==> src/design/rrs_pkg.sv <==
package rrs_pkg;

	localparam int RRS_DATA_W = 8;
	localparam int RRS_FADDR_W = 7;
	localparam int RRS_PC_W_DEF = 13;

	// Bit positions used by the rotate through carry.
	localparam int RRS_ROT_MSB = 7;
	localparam int RRS_ROT_LSB = 0;

	// Values after reset and values loaded by the halt instruction.
	localparam logic RRS_TO_N_RST = 1'b1;
	localparam logic RRS_PD_N_RST = 1'b1;
	localparam logic RRS_TO_N_HALT = 1'b1;
	localparam logic RRS_PD_N_HALT = 1'b0;
	localparam logic [RRS_DATA_W-1:0] RRS_WDT_CLEAR = 8'h00;

	// Instruction cycle counts.
	localparam int RRS_RET_CYCLES = 2;
	localparam int RRS_ROT_CYCLES = 1;

	typedef enum logic [2:0]
	{
		RRS_OP_NONE = 3'b000,
		RRS_OP_RET_LIT = 3'b001,
		RRS_OP_RETURN = 3'b010,
		RRS_OP_ROT_LEFT = 3'b011,
		RRS_OP_HALT = 3'b100
	} rrs_op_e;

	typedef enum logic [1:0]
	{
		RRS_ST_RUN = 2'b00,
		RRS_ST_FLUSH = 2'b01,
		RRS_ST_HALT = 2'b10
	} rrs_state_e;

	typedef struct packed
	{
		rrs_op_e op;
		logic [RRS_DATA_W-1:0] literal;
		logic [RRS_FADDR_W-1:0] file_addr;
		logic dest;
		logic [RRS_DATA_W-1:0] file_data;
		logic carry;
	} rrs_insn_s;

endpackage : rrs_pkg

==> src/design/rrs_exec.sv <==
`timescale 1ns/1ps
// Summary of operation
// - A literal return loads its 8-bit immediate into W and changes no flag.
// - A literal return pops the stack into the program counter and takes 2 cycles.
// - A plain return pops the stack into the counter, changes no flag and takes two cycles.
// - Rotate left shifts a file register through carry in 1 cycle, changing only carry.
// - Rotate left takes address 0 to 127; dest 0 writes W and dest 1 writes the file back.
// - The halt instruction clears the power-down flag to 0 and sets the time-out flag to 1.
// - The halt instruction clears the watchdog counter to 00h and clears its prescaler.
// - After halt the core enters its low-power state with the oscillator stopped.
module rrs_exec
	import rrs_pkg::*;
#(
	parameter int PC_W = RRS_PC_W_DEF
)
(
	// Clock and reset.
	input wire logic clk,
	input wire logic rstn,
	// Instruction issue.
	input wire logic insn_valid,
	input wire rrs_insn_s insn,
	output logic insn_ready,
	// Return-address stack and program counter.
	input wire logic [PC_W-1:0] stack_top_entry,
	output logic stack_pop,
	output logic pc_load,
	output logic [PC_W-1:0] pc_value,
	// Working register.
	output logic w_write,
	output logic [RRS_DATA_W-1:0] w_data,
	// Register file.
	output logic file_write,
	output logic [RRS_FADDR_W-1:0] file_addr,
	output logic [RRS_DATA_W-1:0] file_data,
	// Status flags.
	output logic carry_write,
	output logic carry_value,
	output logic timeout_flag_n,
	output logic powerdown_flag_n,
	// Watchdog and oscillator.
	output logic watchdog_clear,
	output logic prescaler_clear,
	output logic [RRS_DATA_W-1:0] watchdog_counter,
	output logic osc_stop,
	output logic halted,
	input wire logic wake
);

	////////////////////////////////////////////////////////////////////////////////
	logic rst_meta_q;
	logic rst_n_q;
	logic wake_meta_q;
	logic wake_sync_q;
	rrs_state_e state_q;
	rrs_state_e state_d;
	logic accept;
	logic [RRS_DATA_W-1:0] rot_result;
	logic rot_carry;
	always_ff @(posedge clk or negedge rstn)
	begin
		if (!rstn)
		begin
			rst_meta_q <= 1'b0;
			rst_n_q <= 1'b0;
		end
		else
		begin
			rst_meta_q <= 1'b1;
			rst_n_q <= rst_meta_q;
		end
	end
	// The wake pin is asynchronous, so it is only read after two flops.
	always_ff @(posedge clk or negedge rst_n_q)
	begin
		if (!rst_n_q)
		begin
			wake_meta_q <= 1'b0;
			wake_sync_q <= 1'b0;
		end
		else
		begin
			wake_meta_q <= wake;
			wake_sync_q <= wake_meta_q;
		end
	end

	////////////////////////////////////////////////////////////////////////////////
	assign accept = insn_valid && insn_ready;
	always_comb
	begin
		state_d = state_q;
		case (state_q)
			RRS_ST_RUN:
			begin
				if (accept && (insn.op == RRS_OP_RET_LIT || insn.op == RRS_OP_RETURN))
				begin
					state_d = RRS_ST_FLUSH;
				end
				else if (accept && insn.op == RRS_OP_HALT)
				begin
					state_d = RRS_ST_HALT;
				end
			end
			RRS_ST_FLUSH:
			begin
				state_d = RRS_ST_RUN;
			end
			RRS_ST_HALT:
			begin
				if (wake_sync_q)
				begin
					state_d = RRS_ST_RUN;
				end
			end
			default:
			begin
				state_d = RRS_ST_RUN;
			end
		endcase
	end
	always_ff @(posedge clk or negedge rst_n_q)
	begin
		if (!rst_n_q)
		begin
			state_q <= RRS_ST_RUN;
			insn_ready <= 1'b0;
		end
		else
		begin
			state_q <= state_d;
			insn_ready <= (state_d == RRS_ST_RUN);
		end
	end
	////////////////////////////////////////////////////////////////////////////////
	// pop into counter.
	always_ff @(posedge clk or negedge rst_n_q)
	begin
		if (!rst_n_q)
		begin
			stack_pop <= 1'b0;
			pc_load <= 1'b0;
			pc_value <= '0;
		end
		else
		begin
			stack_pop <= accept && (insn.op == RRS_OP_RET_LIT || insn.op == RRS_OP_RETURN);
			pc_load <= accept && (insn.op == RRS_OP_RET_LIT || insn.op == RRS_OP_RETURN);
			if (accept && (insn.op == RRS_OP_RET_LIT || insn.op == RRS_OP_RETURN))
			begin
				pc_value <= stack_top_entry;
			end
		end
	end
	rrs_rotate u_rotate
	(
		.value(insn.file_data),
		.carry_in(insn.carry),
		.result(rot_result),
		.carry_out(rot_carry)
	);
	always_ff @(posedge clk or negedge rst_n_q)
	begin
		if (!rst_n_q)
		begin
			w_write <= 1'b0;
			w_data <= '0;
		end
		else
		begin
			w_write <= 1'b0;
			if (accept && insn.op == RRS_OP_RET_LIT)
			begin
				w_write <= 1'b1;
				w_data <= insn.literal;
			end
			else if (accept && insn.op == RRS_OP_ROT_LEFT && !insn.dest)
			begin
				w_write <= 1'b1;
				w_data <= rot_result;
			end
		end
	end
	always_ff @(posedge clk or negedge rst_n_q)
	begin
		if (!rst_n_q)
		begin
			file_write <= 1'b0;
			file_addr <= '0;
			file_data <= '0;
		end
		else
		begin
			file_write <= accept && insn.op == RRS_OP_ROT_LEFT && insn.dest;
			if (accept && insn.op == RRS_OP_ROT_LEFT)
			begin
				file_addr <= insn.file_addr;
				file_data <= rot_result;
			end
		end
	end
	always_ff @(posedge clk or negedge rst_n_q)
	begin
		if (!rst_n_q)
		begin
			carry_write <= 1'b0;
			carry_value <= 1'b0;
		end
		else
		begin
			carry_write <= accept && insn.op == RRS_OP_ROT_LEFT;
			if (accept && insn.op == RRS_OP_ROT_LEFT)
			begin
				carry_value <= rot_carry;
			end
		end
	end
	////////////////////////////////////////////////////////////////////////////////
	// halt flag update.
	always_ff @(posedge clk or negedge rst_n_q)
	begin
		if (!rst_n_q)
		begin
			timeout_flag_n <= RRS_TO_N_RST;
			powerdown_flag_n <= RRS_PD_N_RST;
		end
		else if (accept && insn.op == RRS_OP_HALT)
		begin
			timeout_flag_n <= RRS_TO_N_HALT;
			powerdown_flag_n <= RRS_PD_N_HALT;
		end
	end
	always_ff @(posedge clk or negedge rst_n_q)
	begin
		if (!rst_n_q)
		begin
			watchdog_clear <= 1'b0;
			prescaler_clear <= 1'b0;
			watchdog_counter <= RRS_WDT_CLEAR;
		end
		else
		begin
			watchdog_clear <= accept && insn.op == RRS_OP_HALT;
			prescaler_clear <= accept && insn.op == RRS_OP_HALT;
			watchdog_counter <= RRS_WDT_CLEAR;
		end
	end
	always_ff @(posedge clk or negedge rst_n_q)
	begin
		if (!rst_n_q)
		begin
			osc_stop <= 1'b0;
			halted <= 1'b0;
		end
		else
		begin
			osc_stop <= (state_d == RRS_ST_HALT);
			halted <= (state_d == RRS_ST_HALT);
		end
	end
endmodule : rrs_exec

==> src/design/rrs_rotate.sv <==
`timescale 1ns/1ps
module rrs_rotate
	import rrs_pkg::*;
(
	// Operand and carry in.
	input wire logic [RRS_DATA_W-1:0] value,
	input wire logic carry_in,
	// Result and carry out.
	output logic [RRS_DATA_W-1:0] result,
	output logic carry_out
);

	assign result = {value[RRS_ROT_MSB-1:RRS_ROT_LSB], carry_in};
	assign carry_out = value[RRS_ROT_MSB];

endmodule : rrs_rotate

==> config.mk <==
export PLATFORM = sky130hd
export DESIGN_NAME = rrs_exec
export DESIGN_NICKNAME = d
export VERILOG_FILES = /design/src/design/rrs_pkg.sv /design/src/design/rrs_exec.sv /design/src/design/rrs_rotate.sv
export SDC_FILE = /design/constraint.sdc
export NUM_CORES = 1
export LEC_CHECK = 0
export ABC_AREA = 0
export BUFFER_PORTS_ARGS = -buffer_cell sky130_fd_sc_hd__buf_2
export CAP_MARGIN = 15
export CORE_ASPECT_RATIO = 0.5
export CORE_MARGIN = 1
export CORE_UTILIZATION = 51
export CTS_BUF_LIST = sky130_fd_sc_hd__clkbuf_4 sky130_fd_sc_hd__clkbuf_8
export DETAILED_ROUTE_END_ITERATION = 7
export GPL_ROUTABILITY_DRIVEN = 0
export HOLD_SLACK_MARGIN = 0.05
export PLACE_DENSITY = 0.87
export SLEW_MARGIN = 20
export SYNTH_ARGS = -nofsm -noshare
export SYNTH_HDL_FRONTEND = slang
export SYNTH_SLANG_ARGS = --single-unit
export TNS_END_PERCENT = 30
==> constraint.sdc <==
create_clock -name clk -period 3.1 [get_ports clk]
set_input_delay 0 -clock clk [delete_from_list [all_inputs] [get_ports clk]]
set_output_delay 0 -clock clk [all_outputs]
set_load 0.01 [all_outputs]
==> results of run 1 <==
[cells by family (layout without fill, tap and decap cells)]
group           after synthesis  in the layout  synth area share, %
xor+xnor                      1              1                0.417
buf+inv                      19            147                 6.31
simple gates                 39             39                 11.9
compound gates               12             12                 4.65
mux                          29             29                 15.5
flops                        51             51                 60.8
other cells                   2             10                0.357
[cell usage after synthesis, types with 3 or more instances]
cell	number
a32oi_1	8
mux2_2	14
nand3_1	8
and2_1	3
buf_4	12
nand3b_1	8
nand2_1	10
mux2_1	15
dfrtp_1	50
clkbuf_1	4
[layout make-up]
cell class | instances | area [sq um]
Sequential cell | 51 | 1280
Timing Repair Buffer | 139 | 931
Fill cell | 222 | 820
Multi-Input combinational cell | 91 | 721
Clock buffer | 8 | 104
Tap cell | 54 | 67.6
[critical path, stage by stage]
cell and delay [ps]:
dlygate4sd3_1 550, buf_2 180, and4b_1 620, a32oi_1 230, nand3_1 120, dlygate4sd3_1 560
[power by group through the flow]
stage | Combinational (mW) | Clock (mW) | Sequential (mW)
3_5_place_dp | 0.437 | 0 | 0.920
6_report | 0.525 | 0.419 | 0.919
3_3_place_gp | 0.417 | 0 | 0.910
2_1_floorplan | 0.165 | 0 | 0.984
4_1_cts | 0.507 | 0.428 | 0.910
5_1_grt | 0.566 | 0.446 | 0.940
[worst max path at each step]
stage	from	endpoint	slack [ps]	depth (start not counted)
after floorplan	insn_ready$_DFF_PN0_	file_addr[0]$_DFFE_PN0N_	1540	4
after global placement	insn_ready$_DFF_PN0_	file_data[0]$_DFFE_PN0N_	1390	3
after detailed placement	insn_ready$_DFF_PN0_	file_data[0]$_DFFE_PN0N_	1320	3
after CTS	insn_ready$_DFF_PN0_	w_data[3]$_DFFE_PN0P_	1240	4
after global routing	insn[25]	w_data[0]$_DFFE_PN0P_	1000	6
final	insn[25]	w_data[3]$_DFFE_PN0P_	1080	6
[sequential cells by signal (all words and copies together) (netlist names), 2 cells and up]
register	flops
file_addr	7
file_data	8
pc_value	13
state_q	2
w_data	8
[through the flow]
step           hold WS [ps]  util [%]  total power, mW  setup WS (ps)
2_1_floorplan          -296         -             1.15           1540
3_3_place_gp           -215      64.4             1.33           1390
3_5_place_dp           -214      64.4             1.36           1320
4_1_cts                50.5      79.0             1.84           1240
5_1_grt                72.8      79.1             1.95           1000
6_report               71.3      79.1             1.86           1080
[metal layers]
| metal | track usage [%] | wire (microns) | vias up |
|---|---|---|---|
| met5 | 0 | 0 | - |
| met4 | 14.2 | 201 | 0 |
| met3 | 5.83 | 328 | 25 |
| met2 | 47.1 | 2980 | 107 |
| met1 | 32.3 | 2190 | 878 |
| li1 | - | - | 795 |
[what timing repair did]
item / 4_1_cts / 5_1_grt
gates resized for setup: 0 / 0
hold endpoints to repair: 42 / 0
hold buffers: 47 / 0
==> flow_summary.yaml, run 1 <==
outcome:
  status: "complete, no violations"
final_layout:
  finalNonFillerCells: 343
  mostFrequentLayoutCells: "92 x buf_2, 49 x dfrtp_1, 47 x dlygate4sd3_1"
  final_net_count: 333
  layout_commonest_cell: "buf_2"
  syn_to_final_growth_pct: 47.8
  final_area_sq_um: 3100
  drive_gt1_share_pct: 41.2
  diodes: 0
pwr:
  power_density_nw_per_um2: 600
  irDropWorstVdd_uv: 351
  intPower_mw: 1.30
  p_sw_share_pct: 30.2
  comb_power_share_pct: 28.2
  power_frac_seq_pct: 49.3
  pwr-share-clk_pct: 22.5
  switchingPower_mw: 0.562
  cellLeakagePower_nw: 1.52
setup_path:
  cp.required_ps: 3330
  critPathKind: "input pin to register"
  rr_startpoint: "insn_ready$_DFF_PN0_"
  reg2reg_depth: 4
  crit_arrival_ps: 2260
  reg2reg_slack_ps: 1100
  cp-start-kind: "input pin"
  r2r-end: "w_data[3]$_DFFE_PN0P_"
  cp_max_fo: 16
  end_kind: "register"
floorplanning:
  die_y_microns: 47.4
  io_pins: 102
  start_util_pct: 53.5
  std_cell_rows: 16
  core_area_sq_um: 3920
  dieArea_sq_um: 4400
  dieWidth_microns: 92.8
timing:
  period_share_pct: 65.3
  hold_violations: 0
  fmax_mhz: 494
  slew_viol_final: 0
  tightest_slew_ps: 825
  worst_slew_margin_rel_pct: 44.8
  skew_ps: 6.38
  fin_tns_setup_ps: 0
  fin_crit_ps: 2020
  rsz0062_at_grt: "no"
  setup_viol: 0
worst_hold_path:
  hold_start: "insn[27]"
  hold_class: "input pin to register"
  worst_hold_path.num_cells: 2
  min_to: "pc_load$_DFF_PN0_"
drt:
  vias_per_cell: 5.26
  first_iter_violations: 96
  wl_per_cell_microns: 16.6
  drtPass1Iterations: 4
  routed_wl_microns: 5700
  drc: 0
  ant_nets: 0
  vias: 1805
synthesis:
  ys_types: 25
  ys_ff_latch: 51
  synthCells: 153
  seq_area_frac_synth_pct: 60.8
  synthTopCellsByArea: "dfrtp_1 60%, mux2_1 8.0%, mux2_2 7.5%"
  yosysTopAreaCell: "dfrtp_1"
  synth_flop_cell: "dfrtp_1"
  ys_warn_count: 0
  ys_async_sr_fraction_pct: 100
  synth_edf_count: 0
  synth_top_area_share_pct: 59.6
  synthesis.area_sq_um: 2100
  syn_area_per_cell_sq_um: 13.7
placed_design:
  hpwl_microns: 3080
  placed_area_sq_um: 2530
  port_buffers: 92
  placedCellCount: 288
clock_network:
  clk_pin_slew_ps: 90
  cts_buffers: 5
  insertion_delay_ps: 300
  clock_path_buffers: 2
  cts-htree-levels: 2
  cts_tree: "done"
  cts_setup_buffers: 0
  cts.sinks: 51
  cts_root_buffer: "clkbuf_8"
global_route:
  grtUsageTotal_pct: 26.6
  antenna_found_initial: 0
  overflow: 0
  grt_pass1_vias: 1722
  grt_pass1_wl_microns: 8500
  grt_max_degree: 50
flow_run:
  max-cap-violations: 0
Note: power is estimated with default switching activity, not from simulation.
==> run 2, diff against run 1 <==
--- a/config.mk
+++ b/config.mk
@@ -10,12 +10,12 @@
 export CAP_MARGIN = 15
 export CORE_ASPECT_RATIO = 0.5
 export CORE_MARGIN = 1
-export CORE_UTILIZATION = 51
+export CORE_UTILIZATION = 43
 export CTS_BUF_LIST = sky130_fd_sc_hd__clkbuf_4 sky130_fd_sc_hd__clkbuf_8
 export DETAILED_ROUTE_END_ITERATION = 7
 export GPL_ROUTABILITY_DRIVEN = 0
 export HOLD_SLACK_MARGIN = 0.05
-export PLACE_DENSITY = 0.87
+export PLACE_DENSITY = 0.78
 export SLEW_MARGIN = 20
 export SYNTH_ARGS = -nofsm -noshare
 export SYNTH_HDL_FRONTEND = slang
==> constraint.sdc (replaced) <==
create_clock -name clk -period 1.8 [get_ports clk]
set_input_delay 0 -clock clk [delete_from_list [all_inputs] [get_ports clk]]
set_output_delay 0 -clock clk [all_outputs]
set_load 0.01 [all_outputs]
==> flow_summary.yaml, run 2 (synthesis results as in run 1) <==
global_route:
  grtUsageTotal_pct: 20.7
  antenna_found_initial: 0
  grt_pass1_wl_microns: 8090
  overflow: 0
  grt_pass1_vias: 1717
  grt_max_degree: 26
setup_path:
  reg2reg_slack_ps: 290
  critPathKind: "register to register"
  cp_slowest_stage_delay_ps: 380
  cp_max_fo: 18
  end_kind: "register"
  cp.required_ps: 1990
  cp-start-kind: "register"
  r2r-end: "file_data[3]$_DFFE_PN0N_"
  path_cells: "nand2_1 > nor3_4 > buf_4 > mux2_2"
  rr_startpoint: "insn_ready$_DFF_PN0_"
  crit_arrival_ps: 1700
  reg2reg_depth: 4
  cp_slowest_cell: "dfrtp_1"
pwr:
  power_density_nw_per_um2: 1010
  p_total_mw: 3.13
  power_frac_seq_pct: 49.6
  cellLeakagePower_nw: 1.53
  irDropWorstVdd_uv: 491
  switchingPower_mw: 0.925
  comb_power_share_pct: 27.3
  p_sw_share_pct: 29.6
  pwr-share-clk_pct: 23.1
  intPower_mw: 2.20
floorplanning:
  core_area_sq_um: 4550
  dieWidth_microns: 101
  dieArea_sq_um: 5190
  io_pins: 102
  die_y_microns: 51.4
  std_cell_rows: 17
  start_util_pct: 46.2
flow_run:
  max-cap-violations: 0
clock_network:
  cts_root_buffer: "clkbuf_8"
  cts_tree: "done"
  clk_pin_slew_ps: 90
  insertion_delay_ps: 300
  clock_path_buffers: 2
  cts.sinks: 51
  cts_buffers: 5
  cts-htree-levels: 2
timing:
  skew_ps: 5.72
  fin_tns_setup_ps: 0
  fin_crit_ps: 1510
  period_share_pct: 83.7
  tightest_slew_ps: 608
  setup_viol: 0
  fmax_mhz: 664
  slew_viol_final: 0
  hold_violations: 0
  rsz0062_at_grt: "no"
  worst_slew_margin_rel_pct: 59.4
drt:
  ant_nets: 0
  vias: 1708
  routed_wl_microns: 4930
  wl_per_cell_microns: 14.0
  vias_per_cell: 4.84
  drc: 0
  drtPass1Iterations: 4
  first_iter_violations: 80
final_layout:
  reg_top3: "pc_value (13), file_data (8), w_data (8)"
  final_net_count: 331
  fin_util_pct: 68.1
  layout_commonest_cell: "buf_2"
  diodes: 0
  top_register: "pc_value"
  mostFrequentLayoutCells: "92 x buf_2, 49 x dfrtp_1, 42 x dlygate4sd3_1"
  largest_reg_flops: 13
  drive_gt1_share_pct: 42.5
  final_area_sq_um: 3100
  finalNonFillerCells: 353
  syn_to_final_growth_pct: 47.6
placed_design:
  hpwl_microns: 3150
  placedCellCount: 303
  port_buffers: 92
  placed_area_sq_um: 2580
worst_hold_path:
  min_to: "prescaler_clear$_DFF_PN0_"
  hold_class: "input pin to register"
  worst_hold_path.num_cells: 2
  hold_start: "insn[26]"
outcome:
  status: "complete, no violations"
==> run 2: cell count changes in the layout (fill, tap and decap cells not counted) <==
cell / change
buf_4: +2
dlygate4sd3_1: -5
dfrtp_2: +1
buf_12: +1
dfrtp_4: -1
==> run 2: area by class of cell <==
type / count / area (sq um)
sequential: 51 / 1280
multi-input combinational: 91 / 721
clock buffer: 8 / 104
fill: 328 / 1450
tap: 66 / 82.6
timing repair buffer: 137 / 916
==> run 2: worst max-delay path by stage <==
stage | cells past startpoint | from | to
global route | 4 | insn_ready$_DFF_PN0_ | file_data[4]$_DFFE_PN0N_
finish | 4 | insn_ready$_DFF_PN0_ | file_data[3]$_DFFE_PN0N_
detailed placement | 4 | insn_ready$_DFF_PN0_ | file_data[4]$_DFFE_PN0N_
global placement | 4 | insn_ready$_DFF_PN0_ | file_data[2]$_DFFE_PN0N_
CTS | 4 | insn_ready$_DFF_PN0_ | file_data[4]$_DFFE_PN0N_
floorplan | 4 | insn_ready$_DFF_PN0_ | file_addr[0]$_DFFE_PN0N_
==> run 2: metrics by stage <==
| stage | hold slack [ps] | worst slack, ps |
|---|---|---|
| floorplan | -296 | 235 |
| global placement | -212 | 381 |
| detailed placement | -211 | 303 |
| CTS | 54.0 | 297 |
| global route | 83.5 | 222 |
| finish | 79.3 | 294 |
==> run 2: power by group through the flow <==
stage	Clock, mW	Combinational (mW)	Sequential (mW)
floorplan	0	0.283	1.69
global placement	0	0.743	1.56
detailed placement	0	0.771	1.58
CTS	0.742	0.842	1.56
global route	0.791	0.925	1.59
finish	0.723	0.853	1.55
==> run 2: per-layer routing <==
metal / share of wire (%) / GRT usage, % / vias to the layer above
met2: 55 / 37.7 / 54
met3: 3.6 / 4.38 / 15
li1: - / - / 787
met5: 0 / 0 / -
met1: 39 / 24.4 / 852
met4: 2.4 / 8.21 / 0
==> run 2: timing repair <==
item | 4_1_cts | 5_1_grt
endpoints found under the hold margin | 42 | 0
hold buffers | 42 | 0
setup buffers | 0 | 0
gates resized for setup | 0 | 0
==> run 2: critical path, delay by kind of cell, from the launching register on <==
family | cells | cell delay, ps
flip-flops | 1 | 380
multiplexers | 1 | 380
AND/OR/NAND/NOR | 2 | 360
buffers and inverters | 1 | 270
